## src/design/gpcs_pkg.sv

```systemverilog
// Package for the gigabit PHY control and status register group.
// Assumes the management frame decoder presents one register access per strobe.
package gpcs_pkg;

   // ----------------------------------------------------------------
   // Register addresses
   // ----------------------------------------------------------------
   localparam logic [4:0] ADDR_GIG_CONTROL = 5'h09;
   localparam logic [4:0] ADDR_GIG_STATUS = 5'h0a;
   localparam logic [4:0] ADDR_GIG_STATUS_EXT_ONE = 5'h0f;
   localparam logic [4:0] ADDR_FAST_ETH_STATUS_EXT = 5'h10;

   // ----------------------------------------------------------------
   // gigabit_control field positions
   // ----------------------------------------------------------------
   localparam int CTL_TEST_MODE_LSB = 13;
   localparam int CTL_MS_MANUAL = 12;
   localparam int CTL_MS_VALUE = 11;
   localparam int CTL_PORT_MULTI = 10;
   localparam int CTL_ADV_FDX = 9;
   localparam int CTL_ADV_HDX = 8;

   // Reset value, with the two advertisement bits later replaced by the strap
   localparam logic [15:0] CTL_RESET = 16'h0400;

   // ----------------------------------------------------------------
   // gigabit_status field positions
   // ----------------------------------------------------------------
   localparam int GST_MS_FAULT = 15;
   localparam int GST_MS_MASTER = 14;
   localparam int GST_LOCAL_RX = 13;
   localparam int GST_REMOTE_RX = 12;
   localparam int GST_LP_FDX = 11;
   localparam int GST_LP_HDX = 10;
   localparam int GST_IDLE_CNT_LSB = 0;
   localparam int IDLE_CNT_W = 8;
   localparam logic [7:0] IDLE_CNT_MAX = 8'hff;
   localparam logic MS_MASTER_RESET = 1'b1;

   // ----------------------------------------------------------------
   // gigabit_status_ext_one: fixed capabilities
   // ----------------------------------------------------------------
   localparam logic [15:0] GST_EXT_ONE_VALUE = 16'h3000;

   // ----------------------------------------------------------------
   // fast_ethernet_status_ext field positions
   // ----------------------------------------------------------------
   localparam int FST_LOCKED = 15;
   localparam int FST_LOCK_ERR = 14;
   localparam int FST_DISCONNECT = 13;
   localparam int FST_LINK = 12;
   localparam int FST_RX_ERR = 11;
   localparam int FST_TX_ERR = 10;
   localparam int FST_SSD_ERR = 9;
   localparam int FST_ESD_ERR = 8;

   // ----------------------------------------------------------------
   // Transmitter test-mode codes
   // ----------------------------------------------------------------
   typedef enum logic [2:0] {
      TM_NORMAL = 3'b000,
      TM_WAVEFORM = 3'b001,
      TM_JITTER_MASTER = 3'b010,
      TM_JITTER_SLAVE = 3'b011,
      TM_DISTORTION = 3'b100
   } gpcs_test_mode_t;

endpackage

```

## src/design/gpcs_regs.sv

```systemverilog
// Control and status registers of the gigabit twisted-pair side of the PHY.
// Assumes register accesses and all status inputs come from logic on MCLK.
//
// Behaviour
// - Test-mode field 000 normal; 001..100 waveform, jitter master, jitter slave, distortion.
// - Manual master/slave enable overrides automatic resolution; resets to zero.
// - Master/slave value honoured only with manual enable; one master, zero slave.
// - Port-type bit one means multi-port, zero single-port; resets to one.
// - Two writable 1000BASE-T advertisement bits reset from the strap value.
// - Master/slave fault bit latches high until read, resets to zero.
// - Resolution bit reads one for master, zero for slave; resets to one.
// - Local receiver status bit reads one while operating normally; resets zero.
// - Remote receiver status bit reads one when remote reports OK; resets zero.
// - Two bits report link partner 1000BASE-T full/half capability; reset zero.
// - Eight-bit idle error count clears on read; resets to zero.
// - Fixed register: 1000BASE-X unsupported, 1000BASE-T full and half supported.
// - Descrambler locked bit reads one while locked; resets to zero.
// - Lock error flag sets on detection, clears on read.
// - Disconnect flag sets on detection, clears on read.
// - Link status bit shows live 100BASE-TX link, no latching.
// - Receive and transmit error flags set on detection, clear on read.
// - Start and end stream delimiter error flags set on detection, clear on read.
module gpcs_regs (
   input wire logic MCLK,
   input wire logic RST,
   // Register access from the management interface
   input wire logic [4:0] REG_ADDR,
   input wire logic REG_WR,
   input wire logic [15:0] REG_WDATA,
   input wire logic REG_RD,
   output logic [15:0] REG_RDATA,
   // Strap sampling result: [1] full duplex, [0] half duplex
   input wire logic [1:0] CONFIG_STRAP_VALUE,
   // Controls toward negotiation and the transmitter
   output logic [2:0] TEST_MODE,
   output logic MS_MANUAL,
   output logic MS_REQ_MASTER,
   output logic PORT_MULTI,
   output logic ADV_1000T_FDX,
   output logic ADV_1000T_HDX,
   // Gigabit status from the PHY core
   input wire logic MS_FAULT_EVT,
   input wire logic MS_RESOLVED_MASTER,
   input wire logic LOCAL_RX_OK,
   input wire logic REMOTE_RX_OK,
   input wire logic LINK_PARTNER_1000T_FDX,
   input wire logic LINK_PARTNER_1000T_HDX,
   input wire logic IDLE_ERR_EVT,
   // 100BASE-TX status from the PHY core
   input wire logic FE_LOCKED,
   input wire logic FE_LOCK_ERR_EVT,
   input wire logic FE_DISCONNECT_EVT,
   input wire logic FE_LINK_UP,
   input wire logic FE_RX_ERR_EVT,
   input wire logic FE_TX_ERR_EVT,
   input wire logic FE_START_STREAM_DELIMITER_ERR_EVT,
   input wire logic FE_END_STREAM_DELIMITER_ERR_EVT
);

   // ----------------------------------------------------------------
   // State
   // ----------------------------------------------------------------
   typedef struct packed {
      logic [15:0] ctrl;
      logic ms_req_master;
      logic ms_fault;
      logic ms_master;
      logic local_rx;
      logic remote_rx;
      logic lp_fdx;
      logic lp_hdx;
      logic [7:0] idle_cnt;
      logic fe_locked;
      logic fe_lock_err;
      logic fe_disc;
      logic fe_link;
      logic fe_rx_err;
      logic fe_tx_err;
      logic fe_ssd_err;
      logic fe_esd_err;
      logic [15:0] rdata;
   } gpcs_state_t;

   gpcs_state_t st;
   gpcs_state_t next_st;

   logic rd_gst;
   logic rd_fst;
   logic [15:0] gst_word;
   logic [15:0] fst_word;

   // ----------------------------------------------------------------
   // Read views
   // ----------------------------------------------------------------
   always_comb begin
      gst_word = 16'h0000;
      gst_word[gpcs_pkg::GST_MS_FAULT] = st.ms_fault;
      gst_word[gpcs_pkg::GST_MS_MASTER] = st.ms_master;
      gst_word[gpcs_pkg::GST_LOCAL_RX] = st.local_rx;
      gst_word[gpcs_pkg::GST_REMOTE_RX] = st.remote_rx;
      gst_word[gpcs_pkg::GST_LP_FDX] = st.lp_fdx;
      gst_word[gpcs_pkg::GST_LP_HDX] = st.lp_hdx;
      gst_word[gpcs_pkg::GST_IDLE_CNT_LSB +: gpcs_pkg::IDLE_CNT_W] = st.idle_cnt;
      fst_word = 16'h0000;
      fst_word[gpcs_pkg::FST_LOCKED] = st.fe_locked;
      fst_word[gpcs_pkg::FST_LOCK_ERR] = st.fe_lock_err;
      fst_word[gpcs_pkg::FST_DISCONNECT] = st.fe_disc;
      fst_word[gpcs_pkg::FST_LINK] = st.fe_link;
      fst_word[gpcs_pkg::FST_RX_ERR] = st.fe_rx_err;
      fst_word[gpcs_pkg::FST_TX_ERR] = st.fe_tx_err;
      fst_word[gpcs_pkg::FST_SSD_ERR] = st.fe_ssd_err;
      fst_word[gpcs_pkg::FST_ESD_ERR] = st.fe_esd_err;
   end

   assign rd_gst = REG_RD && (REG_ADDR == gpcs_pkg::ADDR_GIG_STATUS);
   assign rd_fst = REG_RD && (REG_ADDR == gpcs_pkg::ADDR_FAST_ETH_STATUS_EXT);

   // ----------------------------------------------------------------
   // Next state
   // ----------------------------------------------------------------
   always_comb begin
      next_st = st;

      // Control register; reserved low byte is kept as plain storage
      if (REG_WR && (REG_ADDR == gpcs_pkg::ADDR_GIG_CONTROL)) begin
         next_st.ctrl = REG_WDATA;
      end
      // Negotiation only sees a role request while manual mode is on
      next_st.ms_req_master = next_st.ctrl[gpcs_pkg::CTL_MS_MANUAL]
                              & next_st.ctrl[gpcs_pkg::CTL_MS_VALUE];

      // Live status, one register stage
      next_st.ms_master = MS_RESOLVED_MASTER;
      next_st.local_rx = LOCAL_RX_OK;
      next_st.remote_rx = REMOTE_RX_OK;
      next_st.lp_fdx = LINK_PARTNER_1000T_FDX;
      next_st.lp_hdx = LINK_PARTNER_1000T_HDX;
      next_st.fe_locked = FE_LOCKED;
      next_st.fe_link = FE_LINK_UP;

      // Latched bits: a read clears, a fresh event in the same cycle wins
      next_st.ms_fault = MS_FAULT_EVT | (st.ms_fault & ~rd_gst);
      next_st.fe_lock_err = FE_LOCK_ERR_EVT | (st.fe_lock_err & ~rd_fst);
      next_st.fe_disc = FE_DISCONNECT_EVT | (st.fe_disc & ~rd_fst);
      next_st.fe_rx_err = FE_RX_ERR_EVT | (st.fe_rx_err & ~rd_fst);
      next_st.fe_tx_err = FE_TX_ERR_EVT | (st.fe_tx_err & ~rd_fst);
      next_st.fe_ssd_err = FE_START_STREAM_DELIMITER_ERR_EVT | (st.fe_ssd_err & ~rd_fst);
      next_st.fe_esd_err = FE_END_STREAM_DELIMITER_ERR_EVT | (st.fe_esd_err & ~rd_fst);

      // Idle error count saturates so a long burst never wraps to a small value
      if (rd_gst) begin
         next_st.idle_cnt = IDLE_ERR_EVT ? 8'h01 : 8'h00;
      end else if (IDLE_ERR_EVT && (st.idle_cnt != gpcs_pkg::IDLE_CNT_MAX)) begin
         next_st.idle_cnt = st.idle_cnt + 8'h01;
      end

      // Read data reflects the state before this cycle's clear
      next_st.rdata = st.rdata;
      if (REG_RD) begin
         unique case (REG_ADDR)
            gpcs_pkg::ADDR_GIG_CONTROL: next_st.rdata = st.ctrl;
            gpcs_pkg::ADDR_GIG_STATUS: next_st.rdata = gst_word;
            gpcs_pkg::ADDR_GIG_STATUS_EXT_ONE: next_st.rdata = gpcs_pkg::GST_EXT_ONE_VALUE;
            gpcs_pkg::ADDR_FAST_ETH_STATUS_EXT: next_st.rdata = fst_word;
            default: next_st.rdata = 16'h0000;
         endcase
      end
   end

   // ----------------------------------------------------------------
   // Registers
   // ----------------------------------------------------------------
   always_ff @(posedge MCLK) begin
      if (RST) begin
         st <= '0;
         st.ctrl <= gpcs_pkg::CTL_RESET;
         st.ctrl[gpcs_pkg::CTL_ADV_FDX] <= CONFIG_STRAP_VALUE[1];
         st.ctrl[gpcs_pkg::CTL_ADV_HDX] <= CONFIG_STRAP_VALUE[0];
         st.ms_master <= gpcs_pkg::MS_MASTER_RESET;
      end else begin
         st <= next_st;
      end
   end

   // ----------------------------------------------------------------
   // Outputs
   // ----------------------------------------------------------------
   assign REG_RDATA = st.rdata;
   assign TEST_MODE = st.ctrl[gpcs_pkg::CTL_TEST_MODE_LSB +: 3];
   assign MS_MANUAL = st.ctrl[gpcs_pkg::CTL_MS_MANUAL];
   assign MS_REQ_MASTER = st.ms_req_master;
   assign PORT_MULTI = st.ctrl[gpcs_pkg::CTL_PORT_MULTI];
   assign ADV_1000T_FDX = st.ctrl[gpcs_pkg::CTL_ADV_FDX];
   assign ADV_1000T_HDX = st.ctrl[gpcs_pkg::CTL_ADV_HDX];

endmodule

```

## config.mk

```make
export PLATFORM = sky130hd
export DESIGN_NAME = gpcs_regs
export DESIGN_NICKNAME = d
export VERILOG_FILES = /design/src/design/gpcs_pkg.sv /design/src/design/gpcs_regs.sv
export SDC_FILE = /design/constraint.sdc
export NUM_CORES = 1
export LEC_CHECK = 0
export BUFFER_PORTS_ARGS = -buffer_cell sky130_fd_sc_hd__buf_2
export CAP_MARGIN = 10
export CORE_ASPECT_RATIO = 1.5
export CORE_UTILIZATION = 50
export CTS_CLUSTER_DIAMETER = 40
export DETAILED_ROUTE_END_ITERATION = 6
export PLACE_DENSITY = 0.85
export SETUP_SLACK_MARGIN = 0.4
export SYNTH_ARGS = -nofsm -noshare
export SYNTH_HDL_FRONTEND = slang
export SYNTH_SLANG_ARGS = --single-unit
```

## constraint.sdc

```tcl
create_clock -name MCLK -period 3.3 [get_ports MCLK]
set_input_delay 0.165 -clock MCLK [delete_from_list [all_inputs] [get_ports MCLK]]
set_output_delay 0.165 -clock MCLK [all_outputs]
set_load 0.02 [all_outputs]
```

Word-level counts from Yosys, hierarchy flattened
Index checks and enable logic that the tools add are counted.
{"block": "totals", "regBits": 55, "word_cells": 56}
{"block": "op_classes", "add_sub_neg": 1, "n_eq_ne": 5, "mux": 7, "bitwise": 17, "reduce_logical": 6}
{"operator": "$pmux W16 S4", "count": 1}
{"operator": "$mux W49", "count": 1}
{"operator": "$mux W16", "count": 1}
{"operator": "$mux W8", "count": 2}
{"operator": "$eq A5 B4 Y1 const B", "count": 3}
{"operator": "$mux W13", "count": 1}
{"operator": "$add A8 B1 Y8 const B", "count": 1}
{"operator": "$and A1 B1 Y1", "count": 8}
{"operator": "$ne A8 B8 Y1 const B", "count": 1}
{"operator": "$or A1 B1 Y1", "count": 7}
{"operator": "$eq A5 B5 Y1 const B", "count": 1}
{"operator": "$logic_and A1 B1 Y1", "count": 4}
{"operator": "$reduce_bool A2 Y1", "count": 2}
{"operator": "$not A1 Y1", "count": 2}
{"operator": "$mux W1", "count": 1}

Longest topological paths before layout
{"block": "logic_depth", "depth_word": 6, "mapped_depth": 6, "ltp_nobuf": 5}

Worst setup path after synthesis
No wires, ideal clock.
{"block": "synth_timing", "kind": "flip-flop to flip-flop", "from": "register st (netlist bit gst_word[0])", "to": "register st (netlist bit gst_word[0])", "setup_time_ns": 0.086, "arrival_time_ns": 1.412, "setup_slack_ns": 1.802, "path_stages_with_launch": 6, "path_buffers": 0, "path_cell_list": "dfxtp_1 -> ha_1 -> nand3_1 -> o21ai_0 -> o21ai_0 -> a211oi_1"}
{"block": "synth_via", "elab_chain_len": 3, "word_cells_on_any_way": 6}
{"item": "from (decl)", "line": "gpcs_regs.sv:84", "source": "gpcs_state_t st;"}
{"item": "from (signal assigned)", "line": "gpcs_regs.sv:181", "source": "st <= next_st;"}
{"item": "$add A8 B1 Y8 / $ne A8 B8 Y1 (equally long branches)", "line": "gpcs_regs.sv:154, gpcs_regs.sv:153"}
{"item": "$mux W8 / $logic_and A1 B1 Y1 (equally long branches)", "line": "gpcs_regs.sv:153", "source": "end else if (IDLE_ERR_EVT && (st.idle_cnt != gpcs_pkg::IDLE_CNT_MAX)) begin"}
{"item": "$mux W8 / $reduce_bool A2 Y1 (equally long branches)"}
Several ways; a longest one is shown, not always the timed one. The select of a mux whose other input is x is not followed.
A chain may end at the register's enable or synchronous reset.

Final worst setup path
{"block": "layout_timing", "from": "input REG_ADDR[2]", "to": "register st (netlist bit REG_RDATA[15])"}
{"block": "layout_via", "elab_chain_len": 2, "word_cells_on_any_way": 5}
{"item": "from (decl)", "line": "gpcs_regs.sv:27", "source": "input wire logic [4:0] REG_ADDR,"}
{"item": "$eq A5 B5 Y1 / $eq A5 B4 Y1 (equally long branches)", "line": "gpcs_regs.sv:160", "source": "unique case (REG_ADDR)"}
{"item": "$pmux W16 S4 *", "line": "gpcs_regs.sv:160"}
Mark *: on every way between the ends. The rest lies on a longest branch, timed or not.

==> summary.md <==
| Metric | Value |
|---|---|
| Yosys top cell area share | `between 40% and 50%` |
| Cell count after placement | `398` |
| Max Root-Sink Buffers | `2` |
| Reg2Reg Depth | `5` |
| Wirelength per Cell | `~15 um` |
| Final min period | `about 1.9 ns` |
| Post-DR vias/cell | `~5.7` |
| Grt total ovfl | `0` |
| Cell Rows | `31` |
| Hold Path Sink | `gst_word[14]` |
| First drt pass iteration count | `4` |
| Tightest Pin Transition | `approximately 0.82 ns` |
| Clock sinks | `55` |
| Cts bufs inserted | `5` |
| Gr usage total | `between 20% and 30%` |
| WHS | `0.03796 ns` |
| Status | `complete, no violations` |
| Critical Path End Type | `flip-flop` |
| Syn Area/Cell | `approximately 8.5 um2` |
| Total negative setup slack | `0 ns` |
| ANT nets after route | `0` |
| Initial Util | `52.74%` |
| Finished Layout Cells | `roughly 400` |
| Clk slew on worst S/H paths | `0.09 ns` |
| Max cap viols | `0` |
| CTS tree | `yes` |
| First-pass GRT wire length | `just under 10000 um` |
| Placed cell area | `2761 um2` |
| Clock power frac | `a little over a third` |
| Switching share of power | `approximately 23%` |
| R2r setup slk | `roughly 1.5 ns` |
| Critical Path RT | `roughly 3.5 ns` |
| Int Pwr | `between 0.9 and 1 mW` |
| I/O Buffers | `between 60 and 70` |
| Share of cells above drive strength 1 | `24.12%` |
| Post-synthesis sequential element count | `between 50 and 60` |
| Pwr Total | `about 1.2 mW` |
| Gpl congestion | `roughly 0.9` |
| Fin crit share | `roughly 57%` |
| Die width | `between 60 and 70 um` |
| RSZ-0062 raised after global routing | `false` |
| Warnings from Yosys | `0` |
| Synthesized net count | `about 350` |
| Initial detailed-routing violation count | `between 90 and 100` |
| Post-synthesis cell area | `between 2000 and 3000 um2` |
| Vias after detailed routing | `around 2300` |
| Area contributors post-synth | `dfxtp_1, a21oi_1, buf_4` |
| Worst VDD drop | `around 0.32 mV` |
| Psw | `approximately 0.29 mW` |
| Synth Instances | `303` |
| Final clock skew | `0.007225 ns` |
| Synth unique cells | `43` |
| Placement Setup Slack | `approximately 1.1 ns` |
| Die height | `~90 um` |
| Worst min path class | `in2reg` |
| Die ar. | `about 5500 um2` |
| Total routed wirelength | `5951 um` |
| Slack of the critical path | `roughly 1.4 ns` |
| Pins Over Slew Limit | `0` |
| Largest net degree at the start of global routing | `50` |
| DP HPWL | `about 4300 um` |
| Final Setup Violations | `0` |
| Ports | `between 60 and 70` |
| Post-CTS Hold Fix Bufs | `0` |
| Register share of total power | `a little under three fifths` |
| Reg-to-reg endpoint | `gst_word[0]` |
| CP Max Fanout | `22` |
| Startpoint of the worst hold path | `MS_RESOLVED_MASTER` |
| P_leak | `1.182 nW` |
| Final Hold Vio Count | `0` |
| Final #Nets | `between 300 and 400` |
| # diodes | `0` |
| Final Instance Area | `2869 um2` |
| Core region area | `4887 um2` |
| Cell taking the most area after synthesis | `dfxtp_1` |
| Initial antenna violation count | `0` |
| # fillers | `around 470` |
| Worst R2R Start | `gst_word[1]` |
| Register area share after synthesis | `around 43%` |
| Maximum operating frequency | `about 530 MHz` |
| Final Util | `between 50% and 60%` |
| Insertion delay to the later sink of the worst-skew pair | `roughly 0.31 ns` |
| Gate power share | `a little over 8%` |
| H-tree Lvls | `2` |
| DRC viols | `0` |
| Rel. slew slack | `between 40% and 50%` |
| Root Driver | `clkbuf_8` |
| Worst hold stages | `2` |
| Multi-input logic area | `approximately 1200 um2` |
| P&R area growth vs syn | `11.31%` |
| Vias in the first global route | `approximately 2200` |
| P per Cell Area | `429.1 nW/um2` |
| Postcts setup bufs | `0` |
| Setup CP Type | `in2reg` |
| Post-CTS resize count | `0` |
| Worst path arrival time | `about 2.1 ns` |
| Register area | `1121 um2` |
| Setup crit start kind | `input pin` |
## cell type report
| type | count | area share, % |
|---|---|---|
| inverter | 13 | 1.701 |
| multi-input combinational | 196 | 40.47 |
| clock inverter | 3 | 1.352 |
| timing repair buffer | 68 | 12.12 |
| tap | 66 | 2.878 |
| sequential | 55 | 39.08 |
| clock buffer | 5 | 2.399 |
## worst max-delay path, cell delays in order
cell      delay [ns]
buf_2           0.16
nor4b_2         0.68
and2_1          0.71
a222oi_1        0.24
o32ai_1         0.14
## registers in the layout, summed over array words and instances (netlist names)
register / count
MS_REQ_MASTER: 1
ADV_1000T_HDX: 1
PORT_MULTI: 1
MS_MANUAL: 1
REG_RDATA: 16
ADV_1000T_FDX: 1
gst_word: 14
fst_word: 8
TEST_MODE: 3
st: 9
## worst max path at each step
| stage | end | cells after the start | start | slack (ns) |
|---|---|---|---|---|
| 6_report | REG_RDATA[15] | 5 | REG_ADDR[2] | 1.42 |
| 5_1_grt | REG_RDATA[10] | 5 | REG_ADDR[2] | 1.16 |
| 4_1_cts | REG_RDATA[10] | 5 | REG_ADDR[2] | 1.44 |
| 3_5_place_dp | REG_RDATA[14] | 5 | REG_ADDR[2] | 1.11 |
| 3_3_place_gp | REG_RDATA[14] | 5 | REG_ADDR[2] | 1.16 |
| 2_1_floorplan | gst_word[0] | 5 | gst_word[0] | 1.80 |
## power by group through the flow
stage	clock (mW)	combinational [mW]	sequential, mW
floorplan	0	0.0589	0.709
global placement	0	0.0965	0.710
detailed placement	0	0.0991	0.711
CTS	0.440	0.0999	0.695
global route	0.465	0.112	0.697
finish	0.436	0.100	0.695
## metal layers
layer | GRT usage (%) | share of wire (%) | up-vias
met2 | 38.55 | 51 | 88
li1 | - | - | 1138
met1 | 28.35 | 41 | 1063
met5 | 0 | 0 | -
met3 | 4.317 | 5.6 | 16
met4 | 11.17 | 2.8 | 0
## layout by cell type (no fill, tap or decap), types with 5 or more instances in the layout
master,synthesis,final
a21oi_1,35,35
nor2_1,13,13
inv_1,13,13
nor3_1,6,6
nand3_1,24,24
nor2b_1,7,7
and3_1,19,19
dfxtp_1,53,53
clkbuf_8,0,5
nand2_1,31,31
buf_2,5,65
o32ai_1,16,16
o21ai_0,5,5
## synth_stat cells
cell type and instances:
or3_1 2, buf_2 5, mux2i_1 1, ha_1 1
nor2b_1 7, and2_1 2, a311o_1 1, a211oi_1 3
or3b_1 1, and3_1 19, edfxtp_1 2, dfxtp_1 53
a22oi_1 1, o31ai_1 1, a21oi_1 35, or4b_4 1
nor3_4 1, a221oi_1 1, o2111ai_1 2, a222oi_1 4
o21a_1 1, nor2_2 1, or2_2 2, o32ai_1 16
nor4_1 1, nor3_1 6, nor2_1 13, clkbuf_1 11
buf_4 21, nor4b_2 1, nand3_1 24, nand2b_1 1
nand4_1 2, xor2_1 4, buf_6 2, o21ai_0 5
and3b_1 1, o211ai_1 1, nor3b_1 1, nor4b_1 1
or3b_2 1, nand2_1 31, inv_1 13
## cells by family (layout without fill, tap and decap cells)
| kind of cell | Yosys count | count (layout) | synth area share [%] |
|---|---|---|---|
| AO/OA/AOI/OAI | 71 | 71 | 18.20 |
| XOR/XNOR | 4 | 4 | 1.359 |
| multiplexers | 1 | 1 | 0.3884 |
| flip-flops | 55 | 55 | 43.50 |
| adder cells (fa/ha/maj) | 1 | 1 | 0.4854 |
| buffers and inverters | 52 | 89 | 11.46 |
| AND/OR/NAND/NOR | 119 | 119 | 24.61 |
Note: power is estimated with default switching activity, not from simulation.
